## config.mk

```make
export PLATFORM = sky130hd
export DESIGN_NAME = rtocr_resolver
export DESIGN_NICKNAME = d
export VERILOG_FILES = /design/src/include/rtocr_pkg.sv /design/src/rtl/rtocr_match.sv /design/src/rtl/rtocr_table.sv /design/src/rtl/rtocr_resolver.sv
export SDC_FILE = /design/constraint.sdc
export NUM_CORES = 1
export LEC_CHECK = 0
export ABC_AREA = 1
export BUFFER_PORTS_ARGS = -buffer_cell sky130_fd_sc_hd__buf_2
export CORE_MARGIN = 4
export CORE_UTILIZATION = 30
export DETAILED_ROUTE_END_ITERATION = 8
export HOLD_SLACK_MARGIN = 0.03
export PLACE_DENSITY_LB_ADDON = 0.12
export SLEW_MARGIN = 0
export SYNTH_ARGS = -nofsm -noshare
export SYNTH_HDL_FRONTEND = slang
export SYNTH_SLANG_ARGS = --single-unit
```

## constraint.sdc

```tcl
create_clock -name sys_clk -period 3.1 [get_ports sys_clk]
set_input_delay 0.62 -clock sys_clk [delete_from_list [all_inputs] [get_ports sys_clk]]
set_output_delay 0.62 -clock sys_clk [all_outputs]
set_load 0.005 [all_outputs]
```

## src/include/rtocr_pkg.sv

```systemverilog
// Package for the read-to-own collision resolver: transaction and
// response encodings, carriers and the resolver state type.
// Assumes one synchronous clock domain shared by all users.
package rtocr_pkg;

    localparam int ADDR_W  = 32;
    localparam int IDX_W   = 8;
    localparam int IDX_LSB = 5;

    // Incoming coherent transaction types
    typedef enum logic [3:0] {
        TX_READ_HOME     = 4'h0,
        TX_IREAD_HOME    = 4'h1,
        TX_READ_OWNER    = 4'h2,
        TX_RTO_HOME      = 4'h3,
        TX_RTO_OWNER     = 4'h4,
        TX_DKILL_HOME    = 4'h5,
        TX_DKILL_SHARER  = 4'h6,
        TX_CASTOUT       = 4'h7,
        TX_TLBIE         = 4'h8,
        TX_TLBSYNC       = 4'h9,
        TX_IKILL_HOME    = 4'ha,
        TX_IKILL_SHARER  = 4'hb,
        TX_FLUSH         = 4'hc,
        TX_IO_READ_HOME  = 4'hd,
        TX_IO_READ_OWNER = 4'he,
        TX_NONE          = 4'hf
    } rtocr_txn_t;

    // Responses sent back to the fabric
    typedef enum logic [2:0] {
        RSP_DONE       = 3'h0,
        RSP_ERROR      = 3'h1,
        RSP_RETRY      = 3'h2,
        RSP_NOT_OWNER  = 3'h3,
        RSP_DONE_INTV  = 3'h4,
        RSP_NONE       = 3'h7
    } rtocr_rsp_t;

    // Kind of the outstanding own request
    typedef enum logic [1:0] {
        OUT_NONE     = 2'h0,
        OUT_RTO_HOME = 2'h1,
        OUT_RTO_OWN  = 2'h2
    } rtocr_out_t;

    // Final response collected for the own request
    typedef enum logic [1:0] {
        FIN_PENDING = 2'h0,
        FIN_DONE    = 2'h1,
        FIN_RETRY   = 2'h2,
        FIN_IDLE    = 2'h3
    } rtocr_fin_t;

    typedef struct packed {
        rtocr_txn_t          txn;
        logic                coherent;
        logic [ADDR_W-1:0]   addr;
        logic [7:0]          srcId;
    } rtocr_req_t;

    typedef struct packed {
        rtocr_rsp_t          rsp;
        logic                withData;
        logic                dataOnly;
        logic [7:0]          destId;
    } rtocr_ans_t;

    typedef struct packed {
        rtocr_txn_t          txn;
        logic [ADDR_W-1:0]   addr;
        logic                bcastIkill;
        logic                dirUpdate;
        logic                returnData;
    } rtocr_act_t;

    typedef enum logic [2:0] {
        ST_IDLE = 3'b001,
        ST_WAIT = 3'b010,
        ST_SEND = 3'b100
    } rtocr_state_t;

endpackage

```

## src/rtl/rtocr_match.sv

```systemverilog
// Collision detector: compares an incoming request with the own outstanding one.
// Assumes both addresses are stable in the cycle they are compared.
`timescale 1ns/1ns
`default_nettype none
module rtocr_match
    import rtocr_pkg::*;
(
    input  wire logic [ADDR_W-1:0] inAddr,
    input  wire logic [ADDR_W-1:0] ownAddr,
    input  wire logic              ownValid,
    output logic                   hit
);
    // Same granule, or same cache index as a resource conflict
    assign hit = ownValid && ((inAddr[ADDR_W-1:IDX_LSB] == ownAddr[ADDR_W-1:IDX_LSB])
               || (inAddr[IDX_LSB+:IDX_W] == ownAddr[IDX_LSB+:IDX_W]));
endmodule
`default_nettype wire

```

## src/rtl/rtocr_table.sv

```systemverilog
// Pure resolution table for collisions with an own read-to-own request.
// Assumes the caller has already established that a collision exists.
`timescale 1ns/1ns
`default_nettype none
module rtocr_table
    import rtocr_pkg::*;
(
    input  wire rtocr_out_t outKind,
    input  wire rtocr_txn_t txn,
    input  wire rtocr_fin_t fin,
    output rtocr_rsp_t      rsp,
    output logic            fwd,
    output logic            withData,
    output logic            dataOnly,
    output logic            needWait,
    output logic            bcast,
    output logic            dirUpd
);
    always_comb begin
        rsp      = RSP_NONE;
        fwd      = 1'b0;
        withData = 1'b0;
        dataOnly = 1'b0;
        needWait = 1'b0;
        bcast    = 1'b0;
        dirUpd   = 1'b0;
        if (outKind == OUT_RTO_HOME) begin
            case (txn)
                TX_READ_HOME, TX_IREAD_HOME, TX_RTO_HOME, TX_DKILL_HOME,
                TX_CASTOUT, TX_IKILL_HOME, TX_IO_READ_HOME: begin
                    rsp = RSP_ERROR;
                end
                TX_READ_OWNER, TX_RTO_OWNER: begin
                    needWait = (fin == FIN_PENDING);
                    if (fin == FIN_DONE) begin
                        rsp      = RSP_DONE_INTV;
                        fwd      = 1'b1;
                        withData = 1'b1;
                        dataOnly = 1'b1;
                    end else if (fin == FIN_RETRY) begin
                        rsp = RSP_ERROR;
                    end else if (fin == FIN_IDLE) begin
                        rsp = (txn == TX_READ_OWNER) ? RSP_NOT_OWNER : RSP_DONE;
                    end
                end
                TX_DKILL_SHARER: begin
                    needWait = (fin == FIN_PENDING);
                    if (fin == FIN_DONE) begin
                        rsp = RSP_ERROR;
                    end else if (fin != FIN_PENDING) begin
                        rsp = RSP_DONE;
                    end
                end
                TX_TLBIE, TX_TLBSYNC, TX_IKILL_SHARER: begin
                    rsp = RSP_DONE;
                    fwd = 1'b1;
                end
                TX_FLUSH, TX_IO_READ_OWNER: begin
                    needWait = (fin == FIN_PENDING);
                    if (fin == FIN_DONE) begin
                        rsp      = RSP_DONE;
                        fwd      = 1'b1;
                        withData = 1'b1;
                    end else if (fin == FIN_RETRY || txn == TX_FLUSH) begin
                        rsp = (fin == FIN_PENDING) ? RSP_NONE : RSP_ERROR;
                    end else if (fin == FIN_IDLE) begin
                        rsp = RSP_NOT_OWNER;
                    end
                end
                default: begin
                    rsp = RSP_NONE;
                end
            endcase
        end else if (outKind == OUT_RTO_OWN) begin
            case (txn)
                TX_READ_HOME, TX_IREAD_HOME, TX_RTO_HOME, TX_DKILL_HOME,
                TX_FLUSH, TX_IO_READ_HOME: begin
                    rsp = RSP_RETRY;
                end
                TX_READ_OWNER, TX_RTO_OWNER, TX_DKILL_SHARER, TX_IKILL_SHARER,
                TX_IO_READ_OWNER: begin
                    rsp = RSP_ERROR;
                end
                TX_CASTOUT: begin
                    rsp    = RSP_DONE;
                    dirUpd = 1'b1;
                end
                TX_IKILL_HOME: begin
                    fwd   = 1'b1;
                    bcast = 1'b1;
                end
                TX_TLBIE, TX_TLBSYNC: begin
                    rsp = RSP_DONE;
                    fwd = 1'b1;
                end
                default: begin
                    rsp = RSP_NONE;
                end
            endcase
        end
    end
endmodule
`default_nettype wire

```

## src/rtl/rtocr_resolver.sv

```systemverilog
// Read-to-own collision resolver: holds the own outstanding request,
// catches colliding coherent requests, waits for the final response when
// needed and issues the fabric answer and the local processor action.
// Assumes request and final-response inputs come from logic on sys_clk.
`timescale 1ns/1ns
`default_nettype none
module rtocr_resolver
    import rtocr_pkg::*;
(
    input  wire logic        sys_clk,
    input  wire logic        arst_n,
    input  wire logic        ownStart,
    input  wire rtocr_out_t  ownKind,
    input  wire logic [ADDR_W-1:0] ownAddr,
    input  wire logic        ownFinal,
    input  wire logic        ownRetry,
    input  wire logic        inValid,
    input  wire rtocr_req_t  inReq,
    output logic             inReady,
    output logic             passThru,
    output logic             ansValid,
    output rtocr_ans_t       ans,
    output logic             actValid,
    output rtocr_act_t       act,
    output logic             ownContinue,
    output logic             collErr
);
    rtocr_state_t  state_ff;
    rtocr_state_t  nxt_state;
    rtocr_out_t    ownKind_ff;
    logic [ADDR_W-1:0] ownAddr_ff;
    rtocr_fin_t    fin_ff;
    rtocr_req_t    held_ff;
    logic          ansValid_ff;
    rtocr_ans_t    ans_ff;
    logic          actValid_ff;
    rtocr_act_t    act_ff;
    logic          cont_ff;
    logic          err_ff;
    logic          pass_ff;
    logic          ready_ff;

    logic          hit;
    logic          isColl;
    rtocr_req_t    cur;
    rtocr_rsp_t    tRsp;
    logic          tFwd;
    logic          tData;
    logic          tDataOnly;
    logic          tWait;
    logic          tBcast;
    logic          tDir;
    logic          take;
    logic          resolve;

    assign cur  = (state_ff == ST_IDLE) ? inReq : held_ff;
    assign take = inValid && (state_ff == ST_IDLE);

    rtocr_match u_match (
        .inAddr   (cur.addr),
        .ownAddr  (ownAddr_ff),
        .ownValid (ownKind_ff != OUT_NONE),
        .hit      (hit)
    );

    // TLB ops, and castout against an OUT_RTO_OWN request, skip address matching; non-coherent never collides
    assign isColl = cur.coherent && (ownKind_ff != OUT_NONE)
                  && (hit || cur.txn == TX_TLBIE || cur.txn == TX_TLBSYNC
                      || (cur.txn == TX_CASTOUT && ownKind_ff == OUT_RTO_OWN));

    rtocr_table u_table (
        .outKind  (ownKind_ff),
        .txn      (cur.txn),
        .fin      (fin_ff),
        .rsp      (tRsp),
        .fwd      (tFwd),
        .withData (tData),
        .dataOnly (tDataOnly),
        .needWait (tWait),
        .bcast    (tBcast),
        .dirUpd   (tDir)
    );

    assign resolve = ((take && isColl) || state_ff == ST_WAIT) && !tWait;

    always_comb begin
        nxt_state = state_ff;
        case (state_ff)
            ST_IDLE: begin
                if (take && isColl) begin
                    nxt_state = tWait ? ST_WAIT : ST_SEND;
                end
            end
            ST_WAIT: begin
                if (!tWait) begin
                    nxt_state = ST_SEND;
                end
            end
            ST_SEND: begin
                nxt_state = ST_IDLE;
            end
            default: begin
                nxt_state = ST_IDLE;
            end
        endcase
    end

    always_ff @(posedge sys_clk or negedge arst_n) begin
        if (!arst_n) begin
            state_ff <= ST_IDLE;
            ready_ff <= 1'b1;
        end else begin
            state_ff <= nxt_state;
            // Registered copy so the ready output comes straight from a flop
            ready_ff <= (nxt_state == ST_IDLE);
        end
    end

    // Holding the request keeps the table inputs stable while waiting
    always_ff @(posedge sys_clk or negedge arst_n) begin
        if (!arst_n) begin
            held_ff <= '0;
        end else if (take) begin
            held_ff <= inReq;
        end
    end

    // Own request tracking; the final response ends the pending phase
    always_ff @(posedge sys_clk or negedge arst_n) begin
        if (!arst_n) begin
            ownKind_ff <= OUT_NONE;
            ownAddr_ff <= '0;
            fin_ff     <= FIN_IDLE;
        end else if (ownStart) begin
            ownKind_ff <= ownKind;
            ownAddr_ff <= ownAddr;
            fin_ff     <= FIN_PENDING;
        end else if (ownFinal && fin_ff == FIN_PENDING) begin
            fin_ff <= ownRetry ? FIN_RETRY : FIN_DONE;
        end else if (state_ff == ST_SEND) begin
            // A collision resolved after the final response retires the entry, except a TX_DKILL_SHARER after a retry
            if (fin_ff == FIN_DONE || (fin_ff == FIN_RETRY && held_ff.txn != TX_DKILL_SHARER)) begin
                ownKind_ff <= OUT_NONE;
                fin_ff     <= FIN_IDLE;
            end
        end
    end

    always_ff @(posedge sys_clk or negedge arst_n) begin
        if (!arst_n) begin
            ansValid_ff <= 1'b0;
            ans_ff      <= '0;
            actValid_ff <= 1'b0;
            act_ff      <= '0;
            cont_ff     <= 1'b0;
            err_ff      <= 1'b0;
        end else begin
            ansValid_ff <= resolve && (tRsp != RSP_NONE);
            ans_ff      <= '{rsp: tRsp, withData: tData, dataOnly: tDataOnly,
                             destId: cur.srcId};
            actValid_ff <= resolve && (tFwd || tDir || tBcast);
            act_ff      <= '{txn: tFwd ? cur.txn : TX_NONE, addr: cur.addr,
                             bcastIkill: tBcast, dirUpdate: tDir, returnData: tData};
            cont_ff     <= resolve && cur.txn == TX_DKILL_SHARER
                           && fin_ff == FIN_RETRY && ownKind_ff == OUT_RTO_HOME;
            err_ff      <= resolve && (tRsp == RSP_ERROR);
        end
    end

    // Requests that do not collide go to normal processing
    always_ff @(posedge sys_clk or negedge arst_n) begin
        if (!arst_n) begin
            pass_ff <= 1'b0;
        end else begin
            pass_ff <= take && !isColl;
        end
    end

    assign inReady     = ready_ff;
    assign passThru    = pass_ff;
    assign ansValid    = ansValid_ff;
    assign ans         = ans_ff;
    assign actValid    = actValid_ff;
    assign act         = act_ff;
    assign ownContinue = cont_ff;
    assign collErr     = err_ff;
endmodule
`default_nettype wire

```

==> impl_table.tex <==
\begin{tabular}{lr}
\hline
Metric & Value \\
\hline
\multicolumn{2}{l}{\textbf{Outcome}} \\
Status & finished clean \\
\multicolumn{2}{l}{\textbf{Synth}} \\
Fraction of the yosys area taken by sequential cells & 0.585 \\
Syn. warnings & 0 \\
Synthesized netlist net count & 675 \\
Mean area per synthesized cell & 8.50 sq um \\
Cell area after synthesis & 5010 sq um \\
Flop and latch count out of synthesis & 117 \\
Number of instances in the synthesized netlist & 590 \\
Number of distinct library cells after synthesis & 33 \\
\multicolumn{2}{l}{\textbf{STA}} \\
Total of endpoints with negative setup slack in the final report & 0 \\
Final clock period utilization by the worst path & 0.795 \\
Total count of max-transition violations in the final report & 0 \\
Number of hold violations in the final report & 0 \\
Slew at the pin closest to its max-slew limit & 465 ps \\
Min Hold Slack & 164 ps \\
Upper clock frequency limit & 406 MHz \\
Worst clock skew on the final layout & 10.4 ps \\
Min Tclk post-route & 2460 ps \\
Max\_slew headroom & 0.690 \\
Final total negative setup slack & 0 ps \\
Setup repair after global routing missed its margin & false \\
\multicolumn{2}{l}{\textbf{Power and ir drop}} \\
Maximum resistive drop on vdd & 0.366 mV \\
Total power per unit cell area & 634 nW/um\^{}2 \\
Power Total & 0.00407 W \\
LEAKAGE & 3.30 nW \\
\multicolumn{2}{l}{\textbf{Placement}} \\
Count of port buffers added during placement & 118 \\
Dpl hpwl & 8470 um \\
Global placer's final weighted congestion & 0.835 \\
\multicolumn{2}{l}{\textbf{Global routing}} \\
Initial antenna violation count & 1 \\
Via count of the first global-routing pass & 3886 \\
Global-route wire length before repair & 19200 um \\
Combined global-route utilization of all metal layers & 0.132 \\
Pin count of the biggest net entering global routing & 60 \\
Leftover overflow at the end of global routing & 0 \\
\multicolumn{2}{l}{\textbf{Setup path}} \\
Critical path's slowest cell & dfstp\_2 \\
Worst-path fanout max & 29 \\
Number of cells on the worst reg-to-reg path & 14 \\
Crit Path Category & register to register \\
Endpoint kind of the worst setup timing path & register \\
Cell Chain, Critical Path & nand3\_4 -> inv\_1 -> nand2\_1 -> nand2\_1 -> nand2\_1 -> nand2\_1 -> nand2\_1 -> nor2\_1 -> nand2\_1 -> nand2\_1 -> nand3\_2 -> nand2\_2 -> nand2\_2 -> nor2\_1 \\
Worst Setup Start Kind & register \\
Data required time of the critical path & 3430 ps \\
CP Data Arrival Time & 2800 ps \\
Most frequent cell on the critical path & nand2\_1 \\
CP peak stage delay & 590 ps \\
\multicolumn{2}{l}{\textbf{Finish}} \\
Share of cells above drive strength 1 & 0.259 \\
Count of filler cells inserted in the layout & 1724 \\
Number of diodes & 0 \\
Commonest cells after routing, fill and taps aside & 182 x nand2\_1, 117 x buf\_2, 113 x dfrtp\_1 \\
Most common cell after layout, fill and taps aside & nand2\_1 \\
Net count reported at finish & 796 \\
P\&R area growth vs syn & 28.0\% \\
\multicolumn{2}{l}{\textbf{CTS}} \\
Clock slew at the register clock pins of the worst setup and hold paths & 50 ps \\
Clock H-tree levels & 4 \\
Total clock buffers created by CTS & 17 \\
Clock tree buffer depth & 2 \\
Number of clock sinks & 117 \\
Hold buffer count at CTS & 0 \\
Clock Latency Late Sink & 410 ps \\
Resized cells post-CTS & 0 \\
Clock Tree Root & clkbuf\_16 \\
Clock tree from TritonCTS & built \\
Post-CTS Setup Repair Bufs & 0 \\
\multicolumn{2}{l}{\textbf{Route}} \\
Total Wirelength & 11800 um \\
Overall via count from detail\_route & 4093 \\
Per-cell routed wire length & 12.5 um \\
Number of iterations in the first detailed-routing pass & 4 \\
Residual DRC count & 0 \\
Detailed Route Iter0 Violations & 205 \\
Avg Vias per Cell & 4.34 \\
Remaining antenna violation count & 0 \\
\multicolumn{2}{l}{\textbf{Floorplan}} \\
Total die area & 18800 sq um \\
Std-Cell Core Area & 16500 sq um \\
Chip width & 137 um \\
IO Count & 143 \\
Number of placement rows & 47 \\
Starting utilization of the core area & 0.305 \\
Height of the die & 137 um \\
\multicolumn{2}{l}{\textbf{Hold path}} \\
Type of the most critical hold path & input pin to asynchronous set/reset pin \\
\multicolumn{2}{l}{\textbf{Run}} \\
Maximum capacitance violations & 0 \\
\hline
\end{tabular}
## cell families (layout without fill, tap and decap cells)
group / Yosys count / count (layout) / share of synthesized area
and+or+nand+nor: 266 / 266 / 0.225
DFF: 117 / 117 / 0.585
buffers and inverters: 110 / 243 / 0.0861
AOI/OAI and AO/OA: 97 / 97 / 0.104
## metrics by stage
stage	utilization	instances	instance area (sq um)	setup WS, ps
floorplan	-	590	5010	1370
global placement	0.355	912	5840	604
detailed placement	0.355	912	5840	591
CTS	0.390	943	6420	577
global route	0.390	943	6420	342
finish	0.390	943	6420	636
## area by class of cell
| type | instances | area, sq um | share of cell area |
|---|---|---|---|
| well taps | 220 | 275 | 0.0429 |
| clock buffers | 23 | 478 | 0.0744 |
| flip-flops and latches | 117 | 2930 | 0.457 |
| inverters | 88 | 330 | 0.0515 |
| multi-input cells | 363 | 1650 | 0.257 |
| repair buffers | 124 | 651 | 0.101 |
| clock inverters | 8 | 100 | 0.0156 |
## metal layers
metal | part of all wire | global-route usage
met1 | 0.48 | 0.180
met2 | 0.45 | 0.197
met3 | 0.064 | 0.0453
met4 | 0.011 | 0.0405
met5 | 0.00059 | 0
## worst max-delay path, delay by kind of cell (launching register included)
family                 cells  cell delay, ps
flip-flops                 1             590
buffers and inverters      1             430
AND/OR/NAND/NOR           13            1360
## flip-flops by register name (all words and copies together), names as in the netlist
name         cells
held_ff         45
act             39
ownAddr_ff       8
actValid         1
ownKind_ff       2
state_ff         3
collErr          1
fin_ff           2
ans             12
passThru         1
inReady          1
ownContinue      1
ansValid         1
## power by group
group / total, W / internal (W) / switching, W / leakage, nW
clock: 0.00192 / 0.00124 / 0.000678 / 0.271
combinational: 0.000430 / 0.000162 / 0.000269 / 1.63
sequential: 0.00172 / 0.00166 / 0.0000587 / 1.40
## Yosys cell counts
cell type / instances / area (sq um)
a22oi_1: 1 / 7.51
nand3_1: 30 / 150
nand3_2: 2 / 20.0
and2_1: 1 / 6.26
nor4_1: 1 / 6.26
nor2_1: 27 / 101
buf_6: 1 / 11.3
o21ai_4: 1 / 16.3
dfrtp_1: 113 / 2830
a31o_2: 1 / 8.76
o21ai_0: 85 / 425
nand2_4: 1 / 11.3
o21ai_2: 2 / 17.5
nand3_4: 1 / 17.5
nand3b_1: 1 / 7.51
or4_1: 1 / 7.51
clkbuf_1: 13 / 48.8
o211ai_1: 3 / 22.5
nor2_2: 2 / 12.5
a21oi_1: 2 / 10.0
nand2_1: 183 / 687
buf_1: 1 / 3.75
inv_1: 80 / 300
nand4_1: 2 / 12.5
buf_2: 6 / 30.0
dfstp_2: 4 / 105
nor3_1: 2 / 10.0
a31oi_1: 2 / 12.5
inv_2: 8 / 30.0
nand2_2: 10 / 62.6
nor2_4: 1 / 11.3
or2_2: 1 / 6.26
buf_4: 1 / 7.51
## path summary, 6_finish.rpt
| kind | startpoint | end | slack [ps] |
|---|---|---|---|
| worst max-delay path | state_ff[0] | ansValid | 640 |
| worst min register to register | held_ff[34] | act[29] | 480 |
| worst max register to register | state_ff[0] | ansValid | 640 |
| min in group sys_clk | ownAddr[8] | ownAddr_ff[8] | 410 |
| worst min-delay path | arst_n | act[27] | 160 |
| max in group asynchronous | arst_n | inReady | 2170 |
Note: power is estimated with default switching activity, not from simulation.
